===== src/shared/upf_pkg.sv =====
// Shared constants, types and helpers for the serial packet framer
`default_nettype none
package upf_pkg;
  // ---------------------------------------------------------------
  // Clock and timing
  // ---------------------------------------------------------------
  localparam int unsigned CLK_HZ     = 20_000_000;   // Module clock rate
  localparam int unsigned TMO_SEC    = 4;            // Packet timeout, seconds
  localparam int unsigned TMO_CYCLES = CLK_HZ * TMO_SEC;
  localparam int unsigned TMO_W      = 27;           // Timeout counter width

  // Bit rates and their clock divisors (rounded down)
  localparam int unsigned BAUD_0 = 9600;
  localparam int unsigned BAUD_1 = 19200;
  localparam int unsigned BAUD_2 = 38400;
  localparam int unsigned BAUD_3 = 57600;
  localparam int unsigned DIV_W  = 12;
  localparam logic [DIV_W-1:0] DIV_0 = DIV_W'(CLK_HZ / BAUD_0);
  localparam logic [DIV_W-1:0] DIV_1 = DIV_W'(CLK_HZ / BAUD_1);
  localparam logic [DIV_W-1:0] DIV_2 = DIV_W'(CLK_HZ / BAUD_2);
  localparam logic [DIV_W-1:0] DIV_3 = DIV_W'(CLK_HZ / BAUD_3);

  // Character layout: start, eight data, stop
  localparam logic [3:0] STOP_IDX = 4'h9;            // Bit index of stop bit
  localparam logic [3:0] CHAR_END = 4'ha;            // Bits sent per character

  // ---------------------------------------------------------------
  // Packet constants
  // ---------------------------------------------------------------
  localparam logic [7:0]  PRE_BYTE  = 8'h55;         // Preamble byte, ASCII U
  localparam logic [15:0] PING_TYPE_CODE = 16'h504b; // Ping type, two ASCII chars
  localparam logic [15:0] NAK_TYPE  = 16'h1515;      // Error reply type
  localparam logic [7:0]  NAK_LEN   = 8'h02;         // Error reply payload length
  localparam logic [15:0] CRC_POLY  = 16'h1021;
  localparam logic [15:0] CRC_INIT  = 16'hffff;
  localparam logic [15:0] TYPE_WDEF = 16'h5746;      // Write stored defaults
  localparam logic [15:0] TYPE_SCUR = 16'h5346;      // Set working values
  localparam logic [15:0] TYPE_RDEF = 16'h5246;      // Read stored defaults
  localparam logic [15:0] TYPE_GCUR = 16'h4746;      // Get working values

  // Command classes reported with each frame
  localparam logic [2:0] CMD_OTHER = 3'h0;
  localparam logic [2:0] CMD_WDEF  = 3'h1;
  localparam logic [2:0] CMD_SCUR  = 3'h2;
  localparam logic [2:0] CMD_GCUR  = 3'h3;
  localparam logic [2:0] CMD_RDEF  = 3'h4;

  // Receive parser states
  typedef enum logic [7:0] {
    P_HUNT1 = 8'h01, P_HUNT2 = 8'h02, P_TYH = 8'h04, P_TYL = 8'h08,
    P_LEN   = 8'h10, P_PAY   = 8'h20, P_CRH = 8'h40, P_CRL = 8'h80
  } upf_pst_t;

  // Transmit sequencer states
  typedef enum logic [10:0] {
    T_IDLE = 11'h001, T_PRE1 = 11'h002, T_PRE2 = 11'h004, T_TYH = 11'h008,
    T_TYL  = 11'h010, T_LEN  = 11'h020, T_PAY  = 11'h040, T_CRH = 11'h080,
    T_CRL  = 11'h100, T_PKH  = 11'h200, T_PKL  = 11'h400
  } upf_tst_t;

  // Bitwise checksum step over one byte, most significant bit first
  function automatic logic [15:0] upf_crc(input logic [15:0] c, input logic [7:0] b);
    logic [15:0] r;
    r = c ^ {b, 8'h00};
    for (int i = 0; i < 8; i++)
    begin
      r = r[15] ? ((r << 1) ^ CRC_POLY) : (r << 1);
    end
    return r;
  endfunction
endpackage
`default_nettype wire


===== src/hdl/upf_framer.sv =====
// Serial packet framer: UART, receive parser, reply builder, payload FIFO
//
// How it works
// RULE1: characters are 1 start, 8 data, 1 stop
// RULE2: four selectable bit rates, 9600 to 57600
// RULE3: every packet starts with 0x5555 preamble
// RULE4: multi-byte values go most significant first
// RULE5: two-byte checksum covers bytes after preamble
// RULE6: bad checksum frame is discarded, no action
// RULE7: host sends whole packet within 4 seconds
// RULE8: order: preamble, type, length, payload, checksum
// RULE9: short ping answered with the two type chars
// RULE10: full-format ping is answered as well
// RULE11: length byte counts payload bytes only
// RULE12: two-byte type selects payload layout
// RULE13: checksum is CRC-CCITT, polynomial 0x1021
// RULE14: checksum preset 0xFFFF, no final inversion
// RULE15: write-default command flagged for stored copy
// RULE16: set-current command flagged for working copy
// RULE17: get command flagged to return working values
// RULE18: read command flagged to return stored values
// RULE19: accepted input gets reply, else error reply
// RULE20: bitwise checksum; errors resume preamble hunt
// RULE21: timer restarts at preamble, expiry drops frame
`default_nettype none

module upf_fifo #(
  parameter int unsigned W = 8,
  parameter int unsigned D = 8
) (
  input  wire logic         mclk,
  input  wire logic         rst,
  input  wire logic [W-1:0] in_data,
  input  wire logic         in_valid,
  output logic              in_ready,
  output logic [W-1:0]      out_data,
  output logic              out_valid,
  input  wire logic         out_ready
);
  localparam int unsigned AW = $clog2(D);

  // ---------------------------------------------------------------
  // State
  // ---------------------------------------------------------------
  typedef struct packed {
    logic [D-1:0][W-1:0] mem;   // Storage words
    logic [AW-1:0]       wr;    // Write index
    logic [AW-1:0]       rd;    // Read index
    logic [AW:0]         cnt;   // Words held
  } upf_fifo_s_t;

  upf_fifo_s_t s;
  upf_fifo_s_t next_s;
  logic        push;
  logic        pop;

  // Handshakes: full and empty from the word count
  assign in_ready  = (s.cnt != (AW+1)'(D));
  assign out_valid = (s.cnt != '0);
  assign out_data  = s.mem[s.rd];
  assign push      = in_valid && in_ready;
  assign pop       = out_valid && out_ready;

  // Next state
  always_comb
  begin
    next_s = s;
    if (push)
    begin
      next_s.mem[s.wr] = in_data;
      next_s.wr        = (s.wr == AW'(D-1)) ? '0 : s.wr + 1'b1;
    end
    if (pop)
    begin
      next_s.rd = (s.rd == AW'(D-1)) ? '0 : s.rd + 1'b1;
    end
    next_s.cnt = s.cnt + (AW+1)'(push) - (AW+1)'(pop);
  end

  // State register
  always_ff @(posedge mclk or posedge rst)
  begin
    if (rst)
      s <= '0;
    else
      s <= next_s;
  end
endmodule

module upf_framer #(
  parameter int unsigned TIMEOUT_CYCLES = upf_pkg::TMO_CYCLES
) (
  input  wire logic        mclk,          // Module clock
  input  wire logic        rst,           // Async reset, active high
  input  wire logic [1:0]  baud_sel,      // Bit rate select
  input  wire logic        rxd,           // Serial in from host
  output logic             txd,           // Serial out to host
  output logic [7:0]       rx_data,       // Payload byte
  output logic             rx_data_valid, // Payload byte strobe
  output logic [15:0]      rx_type,       // Type of frame in progress
  output logic [7:0]       rx_len,        // Payload length of frame
  output logic [2:0]       rx_cmd,        // Command class of frame
  output logic             frame_start,   // Preamble seen
  output logic             frame_good,    // Checksum matched
  output logic             frame_bad,     // Checksum wrong or timeout
  input  wire logic        reply_req,     // Start a reply
  input  wire logic [15:0] reply_type,    // Reply type
  input  wire logic [7:0]  reply_len,     // Reply payload length
  input  wire logic        reply_nak,     // Send error reply instead
  output logic             reply_busy,    // Reply or ping answer in progress
  input  wire logic [7:0]  pay_data,      // Reply payload byte
  input  wire logic        pay_valid,     // Reply payload valid
  output logic             pay_ready      // FIFO can take a byte
);
  import upf_pkg::*;

  // ---------------------------------------------------------------
  // State
  // ---------------------------------------------------------------
  typedef struct packed {
    logic [DIV_W-1:0] rcnt;       // Receive bit timer
    logic [3:0]       rbit;       // Receive bit index
    logic [7:0]       rsh;        // Receive shifter
    logic             rbusy;      // Character in progress
    upf_pst_t         pst;        // Parser state
    logic [15:0]      pcrc;       // Running receive checksum
    logic [7:0]       pcnt;       // Payload bytes seen
    logic [7:0]       crc_hi;     // First checksum byte
    logic [TMO_W-1:0] tmo;        // Packet timer
    logic             ping;       // Ping answer pending
    logic [7:0]       rx_data;
    logic             rx_data_valid;
    logic [15:0]      rx_type;
    logic [7:0]       rx_len;
    logic [2:0]       rx_cmd;
    logic             frame_start;
    logic             frame_good;
    logic             frame_bad;
    upf_tst_t         tst;        // Transmit sequencer state
    logic [15:0]      ttype;      // Reply type
    logic [7:0]       tlen;       // Reply length
    logic [7:0]       tcnt;       // Reply payload bytes sent
    logic             tnak;       // Error reply in progress
    logic [15:0]      tnak_pl;    // Rejected type for error payload
    logic [15:0]      tcrc;       // Running transmit checksum
    logic [DIV_W-1:0] tcnt_bit;   // Transmit bit timer
    logic [3:0]       tbit;       // Transmit bit index
    logic [9:0]       tsh;        // Transmit shifter, start first
    logic             tbusy;      // Character on the line
  } upf_s_t;

  upf_s_t           s;
  upf_s_t           next_s;
  logic [DIV_W-1:0] div;
  logic             byte_ok;
  logic [7:0]       b;
  logic             thave;
  logic [7:0]       tbyte;
  logic             tcrc_on;
  logic             fifo_valid;
  logic             fifo_pop;
  logic [7:0]       fifo_data;

  // Bit rate divisor
  // RULE2: rate select
  always_comb
  begin
    unique case (baud_sel)
      2'h0: div = DIV_0;
      2'h1: div = DIV_1;
      2'h2: div = DIV_2;
      2'h3: div = DIV_3;
    endcase
  end

  // ---------------------------------------------------------------
  // Reply payload buffer
  // ---------------------------------------------------------------
  upf_fifo #(.W(8), .D(8)) u_fifo (
    .mclk      (mclk),
    .rst       (rst),
    .in_data   (pay_data),
    .in_valid  (pay_valid),
    .in_ready  (pay_ready),
    .out_data  (fifo_data),
    .out_valid (fifo_valid),
    .out_ready (fifo_pop)
  );

  // Outputs
  assign txd           = s.tbusy ? s.tsh[0] : 1'b1;
  assign rx_data       = s.rx_data;
  assign rx_data_valid = s.rx_data_valid;
  assign rx_type       = s.rx_type;
  assign rx_len        = s.rx_len;
  assign rx_cmd        = s.rx_cmd;
  assign frame_start   = s.frame_start;
  assign frame_good    = s.frame_good;
  assign frame_bad     = s.frame_bad;
  assign reply_busy    = (s.tst != T_IDLE) || s.ping || s.tbusy;

  // Byte offered to the transmitter by the sequencer
  // RULE4: high byte first
  always_comb
  begin
    thave   = 1'b1;
    tcrc_on = 1'b1;
    tbyte   = PRE_BYTE;
    unique case (s.tst)
      T_IDLE: thave = 1'b0;
      T_PRE1, T_PRE2: tcrc_on = 1'b0;
      T_TYH: tbyte = s.ttype[15:8];
      T_TYL: tbyte = s.ttype[7:0];
      T_LEN: tbyte = s.tlen;
      T_PAY:
      begin
        if (s.tnak)
          tbyte = (s.tcnt == '0) ? s.tnak_pl[15:8] : s.tnak_pl[7:0];
        else
        begin
          thave = fifo_valid;
          tbyte = fifo_data;
        end
      end
      T_CRH:
      begin
        tcrc_on = 1'b0;
        tbyte   = s.tcrc[15:8];
      end
      T_CRL:
      begin
        tcrc_on = 1'b0;
        tbyte   = s.tcrc[7:0];
      end
      T_PKH:
      begin
        tcrc_on = 1'b0;
        tbyte   = PING_TYPE_CODE[15:8];
      end
      T_PKL:
      begin
        tcrc_on = 1'b0;
        tbyte   = PING_TYPE_CODE[7:0];
      end
    endcase
  end

  // Payload is pulled from the buffer only as it goes onto the line
  assign fifo_pop = (s.tst == T_PAY) && !s.tnak && !s.tbusy;

  // Receive character and its parse
  assign b       = s.rsh;
  assign byte_ok = s.rbusy && (s.rcnt == '0) && (s.rbit == STOP_IDX) && rxd;

  // ---------------------------------------------------------------
  // Next state
  // ---------------------------------------------------------------
  always_comb
  begin
    next_s               = s;
    next_s.rx_data_valid = 1'b0;
    next_s.frame_start   = 1'b0;
    next_s.frame_good    = 1'b0;
    next_s.frame_bad     = 1'b0;

    // Receiver: sample each bit at its middle, LSB first
    // RULE1: 8N1 receive
    if (!s.rbusy)
    begin
      if (!rxd)
      begin
        next_s.rbusy = 1'b1;
        next_s.rcnt  = div >> 1;
        next_s.rbit  = '0;
      end
    end
    else if (s.rcnt != '0)
      next_s.rcnt = s.rcnt - 1'b1;
    else
    begin
      next_s.rcnt = div - 1'b1;
      next_s.rbit = s.rbit + 1'b1;
      if ((s.rbit == '0) && rxd)
        next_s.rbusy = 1'b0;
      else if (s.rbit == STOP_IDX)
        next_s.rbusy = 1'b0;
      else if (s.rbit != '0)
        next_s.rsh = {rxd, s.rsh[7:1]};
    end

    // Start a reply or a ping answer
    // Ahead of the parser, so a ping set this cycle is not lost
    // RULE19: reply or error reply
    if (s.tst == T_IDLE)
    begin
      if (s.ping)
      begin
        next_s.ping = 1'b0;
        next_s.tst  = T_PKH;
      end
      else if (reply_req && !s.tbusy)
      begin
        next_s.tst     = T_PRE1;
        next_s.tnak    = reply_nak;
        next_s.ttype   = reply_nak ? NAK_TYPE : reply_type;
        next_s.tlen    = reply_nak ? NAK_LEN : reply_len;
        next_s.tnak_pl = s.rx_type;
        next_s.tcnt    = '0;
      end
    end

    // Packet timer runs while a frame is open
    if ((s.pst != P_HUNT1) && (s.pst != P_HUNT2))
      next_s.tmo = s.tmo + 1'b1;

    // Parser
    // RULE8: field order
    if (byte_ok)
    begin
      unique case (s.pst)
        // RULE3: preamble hunt
        P_HUNT1: if (b == PRE_BYTE) next_s.pst = P_HUNT2;
        P_HUNT2:
        begin
          next_s.pst = (b == PRE_BYTE) ? P_TYH : P_HUNT1;
          // RULE21: timer restart
          next_s.tmo         = '0;
          // RULE14: checksum preset
          next_s.pcrc        = CRC_INIT;
          next_s.frame_start = (b == PRE_BYTE);
        end
        // RULE12: two-byte type
        P_TYH:
        begin
          next_s.rx_type[15:8] = b;
          next_s.pcrc          = upf_crc(s.pcrc, b);
          next_s.pst           = P_TYL;
        end
        P_TYL:
        begin
          next_s.rx_type[7:0] = b;
          next_s.pcrc         = upf_crc(s.pcrc, b);
          next_s.pst          = P_LEN;
          // RULE9: short ping answered at once
          // RULE10: full ping meets the same answer
          if ({s.rx_type[15:8], b} == PING_TYPE_CODE)
          begin
            next_s.ping = 1'b1;
            next_s.pst  = P_HUNT1;
          end
          // RULE15: write-default class
          // RULE16: set-current class
          // RULE17: get class
          // RULE18: read class
          unique case ({s.rx_type[15:8], b})
            TYPE_WDEF: next_s.rx_cmd = CMD_WDEF;
            TYPE_SCUR: next_s.rx_cmd = CMD_SCUR;
            TYPE_GCUR: next_s.rx_cmd = CMD_GCUR;
            TYPE_RDEF: next_s.rx_cmd = CMD_RDEF;
            default:   next_s.rx_cmd = CMD_OTHER;
          endcase
        end
        // RULE11: payload-only length
        P_LEN:
        begin
          next_s.rx_len = b;
          next_s.pcnt   = '0;
          next_s.pcrc   = upf_crc(s.pcrc, b);
          next_s.pst    = (b == '0) ? P_CRH : P_PAY;
        end
        P_PAY:
        begin
          next_s.rx_data       = b;
          next_s.rx_data_valid = 1'b1;
          next_s.pcrc          = upf_crc(s.pcrc, b);
          next_s.pcnt          = s.pcnt + 1'b1;
          if (s.pcnt + 1'b1 == s.rx_len)
            next_s.pst = P_CRH;
        end
        P_CRH:
        begin
          next_s.crc_hi = b;
          next_s.pst    = P_CRL;
        end
        // RULE5: trailing checksum compare
        // RULE6: mismatch discards frame
        // RULE20: back to preamble hunt
        P_CRL:
        begin
          next_s.frame_good = ({s.crc_hi, b} == s.pcrc);
          next_s.frame_bad  = ({s.crc_hi, b} != s.pcrc);
          next_s.pst        = P_HUNT1;
        end
      endcase
    end
    // RULE21: expiry abandons frame
    // RULE7: host keeps within the window
    else if ((s.pst != P_HUNT1) && (s.pst != P_HUNT2)
             && (s.tmo == TMO_W'(TIMEOUT_CYCLES - 1)))
    begin
      next_s.frame_bad = 1'b1;
      next_s.pst       = P_HUNT1;
    end

    // Transmitter: shift a loaded character out
    // RULE1: 8N1 transmit
    if (s.tbusy)
    begin
      if (s.tcnt_bit != '0)
        next_s.tcnt_bit = s.tcnt_bit - 1'b1;
      else
      begin
        next_s.tcnt_bit = div - 1'b1;
        next_s.tsh      = {1'b1, s.tsh[9:1]};
        next_s.tbit     = s.tbit + 1'b1;
        if (s.tbit == CHAR_END - 1'b1)
          next_s.tbusy = 1'b0;
      end
    end
    else if (thave)
    begin
      next_s.tbusy    = 1'b1;
      next_s.tbit     = '0;
      next_s.tcnt_bit = div - 1'b1;
      next_s.tsh      = {1'b1, tbyte, 1'b0};
      // RULE13: same checksum step on replies
      if (tcrc_on)
        next_s.tcrc = upf_crc(s.tcrc, tbyte);
      unique case (s.tst)
        T_PRE1: next_s.tst = T_PRE2;
        T_PRE2:
        begin
          next_s.tst  = T_TYH;
          next_s.tcrc = CRC_INIT;
        end
        T_TYH: next_s.tst = T_TYL;
        T_TYL: next_s.tst = T_LEN;
        T_LEN: next_s.tst = (s.tlen == '0) ? T_CRH : T_PAY;
        T_PAY:
        begin
          next_s.tcnt = s.tcnt + 1'b1;
          if (s.tcnt + 1'b1 == s.tlen)
            next_s.tst = T_CRH;
        end
        T_CRH: next_s.tst = T_CRL;
        T_PKH: next_s.tst = T_PKL;
        default: next_s.tst = T_IDLE;
      endcase
    end
  end

  // State register
  always_ff @(posedge mclk or posedge rst)
  begin
    if (rst)
    begin
      s     <= '0;
      s.pst <= P_HUNT1;
      s.tst <= T_IDLE;
    end
    else
      s <= next_s;
  end
endmodule
`default_nettype wire


===== config.mk =====
export PLATFORM = sky130hd
export DESIGN_NAME = upf_framer
export DESIGN_NICKNAME = d
export VERILOG_FILES = /design/src/shared/upf_pkg.sv /design/src/hdl/upf_framer.sv
export SDC_FILE = /design/constraint.sdc
export NUM_CORES = 1
export LEC_CHECK = 0
export BUFFER_PORTS_ARGS = -buffer_cell sky130_fd_sc_hd__buf_4
export CORE_MARGIN = 10
export CORE_UTILIZATION = 45
export DETAILED_ROUTE_END_ITERATION = 10
export PLACE_DENSITY_LB_ADDON = 0.2
export SLEW_MARGIN = 20
export SYNTH_ARGS = -nofsm -noshare
export SYNTH_HDL_FRONTEND = slang
export SYNTH_SLANG_ARGS = --single-unit

===== constraint.sdc =====
create_clock -name mclk -period 19.9 [get_ports mclk]
set_clock_uncertainty 0.05 [all_clocks]
set_input_delay 3.98 -clock mclk [delete_from_list [all_inputs] [get_ports mclk]]
set_output_delay 3.98 -clock mclk [all_outputs]
set_load 0.01 [all_outputs]

# == Yosys cells after proc, flatten, opt, wreduce, memory -nomap -nowiden ==
# Cells that the tools add are included.
# totals
inputBits,40
register_bits,309
output_inout_bits,42
word_cells,259
# classes
eq_ne,47
n_reduce_logical,45
muxes,88
magnitude_cmp,3
bitwise,23
add_sub_neg,12
# op_table
op,n
13-bit 2-to-1 mux,17
8-bit 2-to-1 mux,19
8-bit case mux with 8 select lines,2
60-bit 2-to-1 mux,2
27-bit 2-to-1 mux,4
11-bit case mux with 8 select lines,1
16-bit by 15-bit == test with 1-bit output (second input constant),5
16-bit 2-to-1 mux,5
66-bit 2-to-1 mux,1
64-bit bitwise mux,1
49-bit 2-to-1 mux,1
3-bit NOT,16
12-bit case mux with 4 select lines,1
11-bit 2-to-1 mux,4
12-bit by 1-bit subtractor with 12-bit output (second input constant),3
16-bit case mux with 2 select lines,1
16-bit XOR,2
27-bit by 1-bit adder with 27-bit output (second input constant),1
27-bit == test (second input constant),1
8-bit binary-select mux with 3-bit select,1
8-bit demux with 3-bit select,1
8-bit zero test,3
12-bit 2-to-1 mux,2
12-bit nonzero test,2
64 further kinds,122

# == Depth between registers and ports, before layout ==
# Gate-level depths: netlist of the first run.
# depth
word_depth,23
mapped_depth,13
depth_no_buf,10

# == Cells and area by module ==
# A second synthesis of the first run with hierarchy kept.
# unflattened
cells_unflattened,1643
hier_area_um2,16668.5
# modules_own_cells
module,seq_area_each_um2,cells_per_inst,n_inst,area_each_um2
upf_framer,5883.1,1422,1,13075.0
upf_fifo,1851.8,221,1,3593.4

# == Least setup slack after synthesis of the first run ==
# Ideal clock, no wire load.
# synth_path
path_kind,flip-flop to output port
from,register s[101] (netlist bit)
to,output port reply_busy
n_path_buf,1
setup_slack_ns,14.071
t_arrival_ns,1.799
path_stages_with_launch,6
t_required_ns,15.870
cell_sequence,dfrtp_1 -> buf_2 -> nor3_1 -> nand2_1 -> or3_1 -> or3_1
# synth_between
elab_chain_len,3
# synth_rtl
element,line_no,text
start: declaration,upf_framer.sv:152,upf_s_t s;
start signal: assignment,upf_framer.sv:462,s <= next_s;
11-bit by 1-bit inequality test with 1-bit output,upf_framer.sv:200,assign reply_busy = (s.tst != T_IDLE) || s.ping || s.tbusy;
1-bit logical OR (2 in series),upf_framer.sv:200,
end: declaration,upf_framer.sv:110,"output logic reply_busy,"
# Every way passes these cells.

# == Worst setup path after layout of the first run ==
# layout_path
from,register s[97] (netlist bit)
to,output port reply_busy
# Same word-level chain as after synthesis.

==> flow_summary.toml, run 1 <==
[outcome]
outcome = "finished, final reports clean"

[worst_setup_path]
cp.arrival_ns = 2.84
rr_worst_depth = 7
worstPathCellList = "nor4_2 > nand2_1 > or3_1 > or3_1 > buf_4"
cp_max_fo = 21
cpMaxStageDelayCell = "nor4_2"
crit_required_ns = 15.87
reg2reg_to = "s[42]"
start_kind = "flip-flop"
crit_path_frequent_cell = "or3_1"
crit_path_end = "reply_busy"
critPathKind = "reg -> out"
r2r_slack_ns = 15.94
worstReg2RegStart = "s[99]"
slowest_delay_ns = 0.63
crit_start = "s[97]"
endpoint_kind = "output port"

[synthesis]
synthesis.nets = 1737
yosys_warnings = 0
synth.avg_cell_area_um2 = 10.1
synth_seq_cells = 309
synth.area.top_cells = "dfrtp_1 46%, mux2_2 7.3%, nand2_1 5.6%"
synth_cells = 1666
synthArstFlopShare_pct = 100
synth-edff-count = 0
synth_cell_types = 85
syn_area_mm2 = 0.0168
yosys.area.top_type = "dfrtp_1"
ys.flop_type = "dfrtp_1"
seq_area_frac_synth_pct = 46.2
synth.top_cell.area_share_pct = 45.8

[timing]
period_share_pct = 34.5
rsz0062_at_grt = "false"
finalSetupViolCount = 0
fmax_ghz = 0.146
setup_slack_ns = 13.03
fin_setup_tns_ns = 0
worstMarginPinSlew_ns = 1.13
finalCriticalPeriod_ns = 6.87
max_slew_margin_pct = 23.8
finalHoldViolCount = 0
slew_violations = 0

[global_routing]
grt_start_max_net_pins = 103
grtUsageTotal_pct = 17.9
use_met1_pct = 24.8
overflow = 0
grt.busiest_layer = "met2"
antenna_found_initial = 1
grt_pass1_vias = 12180
met3_usage_pct = 3.42
grtUsageMet2_pct = 28.1
grt_pass1_wl_um = 66100

[die]
die_h_um = 213
rows = 70
start_util_pct = 45.7
coreArea_mm2 = 0.0367
die_w_um = 213
io_pins = 82
die-area_mm2 = 0.0454

[cts]
clock-sinks = 309
clock_path_buffers = 3
clock_latency_ns = 0.54
ctsHoldBuffers = 0
cts_tree = "built"
post_cts_buffers = 0
clk_pin_slew_ns = 0.06
ctsResizeCount = 0
cts_root_buf = "clkbuf_16"
cts_buffers = 36
htreeDepth = 2

[route]
route.detailed.drc = 0
routedWlPerCell_um = 18.6
wl_um = 40300
dr.pass1.iters = 5
initialDrtViolationCount = 937
vias_per_cell = 5.64
vias = 12206
drtAntennaViolNets = 0

[pwr]
ir_drop_mv = 0.0939
p_leak_nw = 8.58
p_per_area_mw_per_mm2 = 102

[finish]
nFillCells = 3332
final_nets = 1744
drive_gt1_share_pct = 17.9
final_common_cell = "dfrtp_1"
n_antenna_cell = 0
final_cell_mix = "307 x dfrtp_1, 250 x nand2_1, 124 x nor2_1"
area_delta_synth_final_pct = 11.1

[placed_design]
dpl.hpwl_um = 27900
gp_congestion = 0.890
port_buffers = 81
place_ws_ns = 12.46

[run]
maxCapViolations = 0

[worst_hold_path]
hp-class = "reg -> reg"
[cell type report]
type                       instances  area (um2)  share of cell area, %
multi-input combinational       1199        8290                   44.5
sequential                       309        7730                   41.5
clock buffer                      52        1070                   5.75
timing repair buffer              90         683                   3.67
tap                              468         586                   3.14
inverter                          37         146                  0.786
clock inverter                    11         116                  0.625
[per-layer routing]
metal | vias to the layer above | wire length (um)
met5 | - | 8
met4 | 2 | 918
met3 | 71 | 1820
met2 | 206 | 18500
met1 | 6070 | 19000
li1 | 5857 | -
[Yosys cell counts (8+ instances only)]
| master | n |
|---|---|
| a211oi_1 | 17 |
| a21oi_1 | 51 |
| a221oi_1 | 8 |
| and3_1 | 19 |
| and4_1 | 8 |
| buf_2 | 15 |
| buf_4 | 35 |
| clkbuf_1 | 68 |
| dfrtp_1 | 307 |
| ha_1 | 30 |
| inv_1 | 36 |
| mux2_2 | 109 |
| mux2i_1 | 16 |
| mux4_2 | 14 |
| nand2_1 | 250 |
| nand2b_1 | 10 |
| nand3_1 | 44 |
| nand3b_1 | 27 |
| nand4_1 | 23 |
| nor2_1 | 124 |
| nor2b_1 | 18 |
| nor3_1 | 37 |
| nor4_1 | 16 |
| o21ai_0 | 80 |
| o22a_1 | 20 |
| o31ai_1 | 10 |
| or3_1 | 16 |
| xnor2_1 | 61 |
| xor2_1 | 65 |
[where the power goes]
part           internal [mW]  total [mW]  switching (mW)
clock                  0.390       0.658           0.269
combinational          0.208       0.390           0.183
sequential             0.751       0.857           0.106
[worst min path at each step]
stage,end,start,slack [ns],depth (start not counted)
6_report,s[51],s[51],0.42,2
5_1_grt,s[57],s[57],0.44,2
4_1_cts,s[51],s[51],0.42,2
3_5_place_dp,s[43],s[43],0.40,2
3_3_place_gp,s[57],s[57],0.40,2
2_1_floorplan,s[54],s[54],0.38,2
[stage by stage]
| step | hold WS, ns | instances | power (mW) | utilization (%) | instance area, um2 |
|---|---|---|---|---|---|
| 5_1_grt | 0.442 | 2166 | 2.01 | 50.7 | 18600 |
| 2_1_floorplan | 0.381 | 1666 | 1.15 | - | 16800 |
| 6_report | 0.420 | 2166 | 1.91 | 50.7 | 18600 |
| 4_1_cts | 0.422 | 2166 | 1.93 | 50.7 | 18600 |
| 3_5_place_dp | 0.405 | 2103 | 1.26 | 47.5 | 17400 |
| 3_3_place_gp | 0.400 | 2103 | 1.24 | 47.5 | 17400 |
[registers in the layout, indices dropped and copies added (netlist names)]
register / count
s: 188
u_fifo.s: 74
rx_type: 16
b: 8
rx_data: 8
rx_len: 8
rx_cmd: 3
frame_bad: 1
frame_good: 1
frame_start: 1
rx_data_valid: 1
[kinds of logic (layout without fill, tap and decap cells)]
family	Yosys count	in the layout	share of synthesized area, %
AO/OA/AOI/OAI	248	248	9.72
XOR/XNOR	135	135	7.79
multiplexers	139	139	10.2
flip-flops	309	309	46.2
adder cells (fa/ha/maj)	31	31	2.36
AND/OR/NAND/NOR	646	646	19.3
buffers and inverters	158	190	4.48
[critical path: cells and delay by family (launching register included)]
kind,cells,cell delay [ns]
flip-flops,1,0.56
buffers and inverters,1,0.16
AND/OR/NAND/NOR,4,1.59
Power figures use the tool's default switching activity.
==> inputs of run 2 (changes only) <==
- clock period: 19.9 -> 6.4 ns (I/O delays scaled with it)
==> run 2 against run 1 <==
  * Power grew to 3.0 times the previous value
  * Via count is essentially flat
  * Sequential share of layout area is 0.087 points higher
  * Setup slack lost 11 ns
  * Hold slack got worse by 0.00062 ns
  * Non-clock buffer count rose by 4
  * Utilization is 0.11 points lower
  * Clock power rose to 2.9 times the previous value
  * Critical endpoint unchanged
  * Largest power group unchanged
==> flow_summary.toml, run 2 (same netlist as run 1, synthesis figures left out) <==
[outcome]
outcome = "finished, final reports clean"

[cts]
htreeDepth = 2
cts_root_buf = "clkbuf_16"
clock_latency_ns = 0.52
clock-sinks = 309
cts_tree = "built"
ctsResizeCount = 0
clock_path_buffers = 3
post_cts_buffers = 0
cts_buffers = 36
clk_pin_slew_ns = 0.06
ctsHoldBuffers = 0

[timing]
fmax_ghz = 0.239
period_share_pct = 65.3
finalSetupViolCount = 0
setup_slack_ns = 2.22
finalHoldViolCount = 0
rsz0062_at_grt = "false"
worstMarginPinSlew_ns = 1.02
fin_setup_tns_ns = 0
slew_violations = 0
finalCriticalPeriod_ns = 4.18
max_slew_margin_pct = 31.4

[worst_setup_path]
cpMaxStageDelayCell = "nor4_2"
slowest_delay_ns = 0.64
endpoint_kind = "output port"
cp_max_fo = 21
worstPathCellList = "nor4_2 > nand2_1 > or3_1 > or3_1 > buf_4"
crit_required_ns = 5.07
cp.arrival_ns = 2.85
path_buf_inv = 1
crit_start = "s[97]"
cp_top_family = "simple AND/OR/NAND/NOR gates"
worstReg2RegStart = "s[223]"
start_kind = "flip-flop"
crit_path_frequent_cell = "or3_1"
critPathKind = "reg -> out"

[pwr]
p_clk_share_pct = 33.3
swShare_pct = 29.0
p_leak_nw = 8.55
p_per_area_mw_per_mm2 = 312
p_int_mw = 4.12
pwr-share-seq_pct = 45.9
combPwrFrac_pct = 20.8
switchingPower_mw = 1.69
ir_drop_mv = 0.299

[die]
die_w_um = 213
start_util_pct = 45.7
rows = 70
die-area_mm2 = 0.0454
io_pins = 82
die_h_um = 213
coreArea_mm2 = 0.0367

[worst_hold_path]
hp-class = "reg -> reg"
hold_start = "s[53]"

[route]
routedWlPerCell_um = 18.4
wl_um = 39900
routedLengthMet1_um = 18700
route.detailed.drc = 0
drtAntennaViolNets = 0
vias_per_cell = 5.63
dr.pass1.iters = 5
initialDrtViolationCount = 896
top_layer_used = "met4"
met3_length_um = 1670
dr_wl_met2_um = 18700
vias = 12203

[global_routing]
overflow = 0
grtUsageTotal_pct = 17.7
grt_pass1_wl_um = 65500
grt_pass1_vias = 11968
antenna_found_initial = 0
grt_start_max_net_pins = 120

[finish]
largest_register_ffs = 188
drive_gt1_share_pct = 17.7
final_common_cell = "dfrtp_1"
n_antenna_cell = 0
final_cell_mix = "307 x dfrtp_1, 250 x nand2_1, 124 x nor2_1"
final_nets = 1748
largest_register = "s"
area_delta_synth_final_pct = 10.9

[run]
maxCapViolations = 0

[placed_design]
place_ws_ns = 2.47
dpl.hpwl_um = 27700
gp_congestion = 0.909
port_buffers = 81
run 2: changes by cell type in the layout (fill, tap and decap cells not counted), sizes merged:
cell      delta
clkinvlp     +1
inv          -3
buf          +4
run 2: path summary, 6_finish.rpt:
kind	endpoint	slack, ns	cells after the start
worst max-delay path	reply_busy	2.22	5
worst min-delay path	s[53]	0.42	2
worst max register to register	s[182]	2.56	10
worst min register to register	s[53]	0.42	2
max in group asynchronous	frame_good	4.24	4
min in group asynchronous	u_fifo.s[7]	0.71	2
run 2: layer usage:
metal | global-route usage (%) | vias to the layer above
met3 | 2.74 | 58
met1 | 24.5 | 6055
met4 | 4.09 | 0
met5 | 0 | -
li1 | - | 5858
met2 | 28.5 | 232
run 2: final cells by class:
type	instances	area, um2
fill	3324	18100
sequential	309	7730
inverter	37	143
tap	468	586
timing repair buffer	94	731
multi-input combinational	1199	8290
clock inverter	9	87.6
clock buffer	52	1010
run 2: power by group through the flow:
stage          logic, mW  clock network, mW  registers (mW)
2_1_floorplan       1.02                  0            2.57
3_3_place_gp        1.19                  0            2.68
3_5_place_dp        1.22                  0            2.69
4_1_cts             1.23               1.99            2.66
5_1_grt             1.37               2.06            2.73
6_report            1.21               1.93            2.67
run 2: tightest hold or removal path, stage by stage (launching register included):
cell     delay [ns]
dfrtp_1        0.34
nand2_1        0.05
nand2_1        0.05
run 2: through the flow:
| stage | utilization [%] | hold WS (ns) | instance area (um2) | std cells | total power [mW] |
|---|---|---|---|---|---|
| global route | 50.6 | 0.432 | 18600 | 2168 | 6.16 |
| floorplan | - | 0.381 | 16800 | 1666 | 3.58 |
| CTS | 50.6 | 0.419 | 18600 | 2167 | 5.88 |
| global placement | 47.6 | 0.399 | 17500 | 2106 | 3.86 |
| finish | 50.6 | 0.419 | 18600 | 2168 | 5.81 |
| detailed placement | 47.6 | 0.405 | 17500 | 2106 | 3.91 |
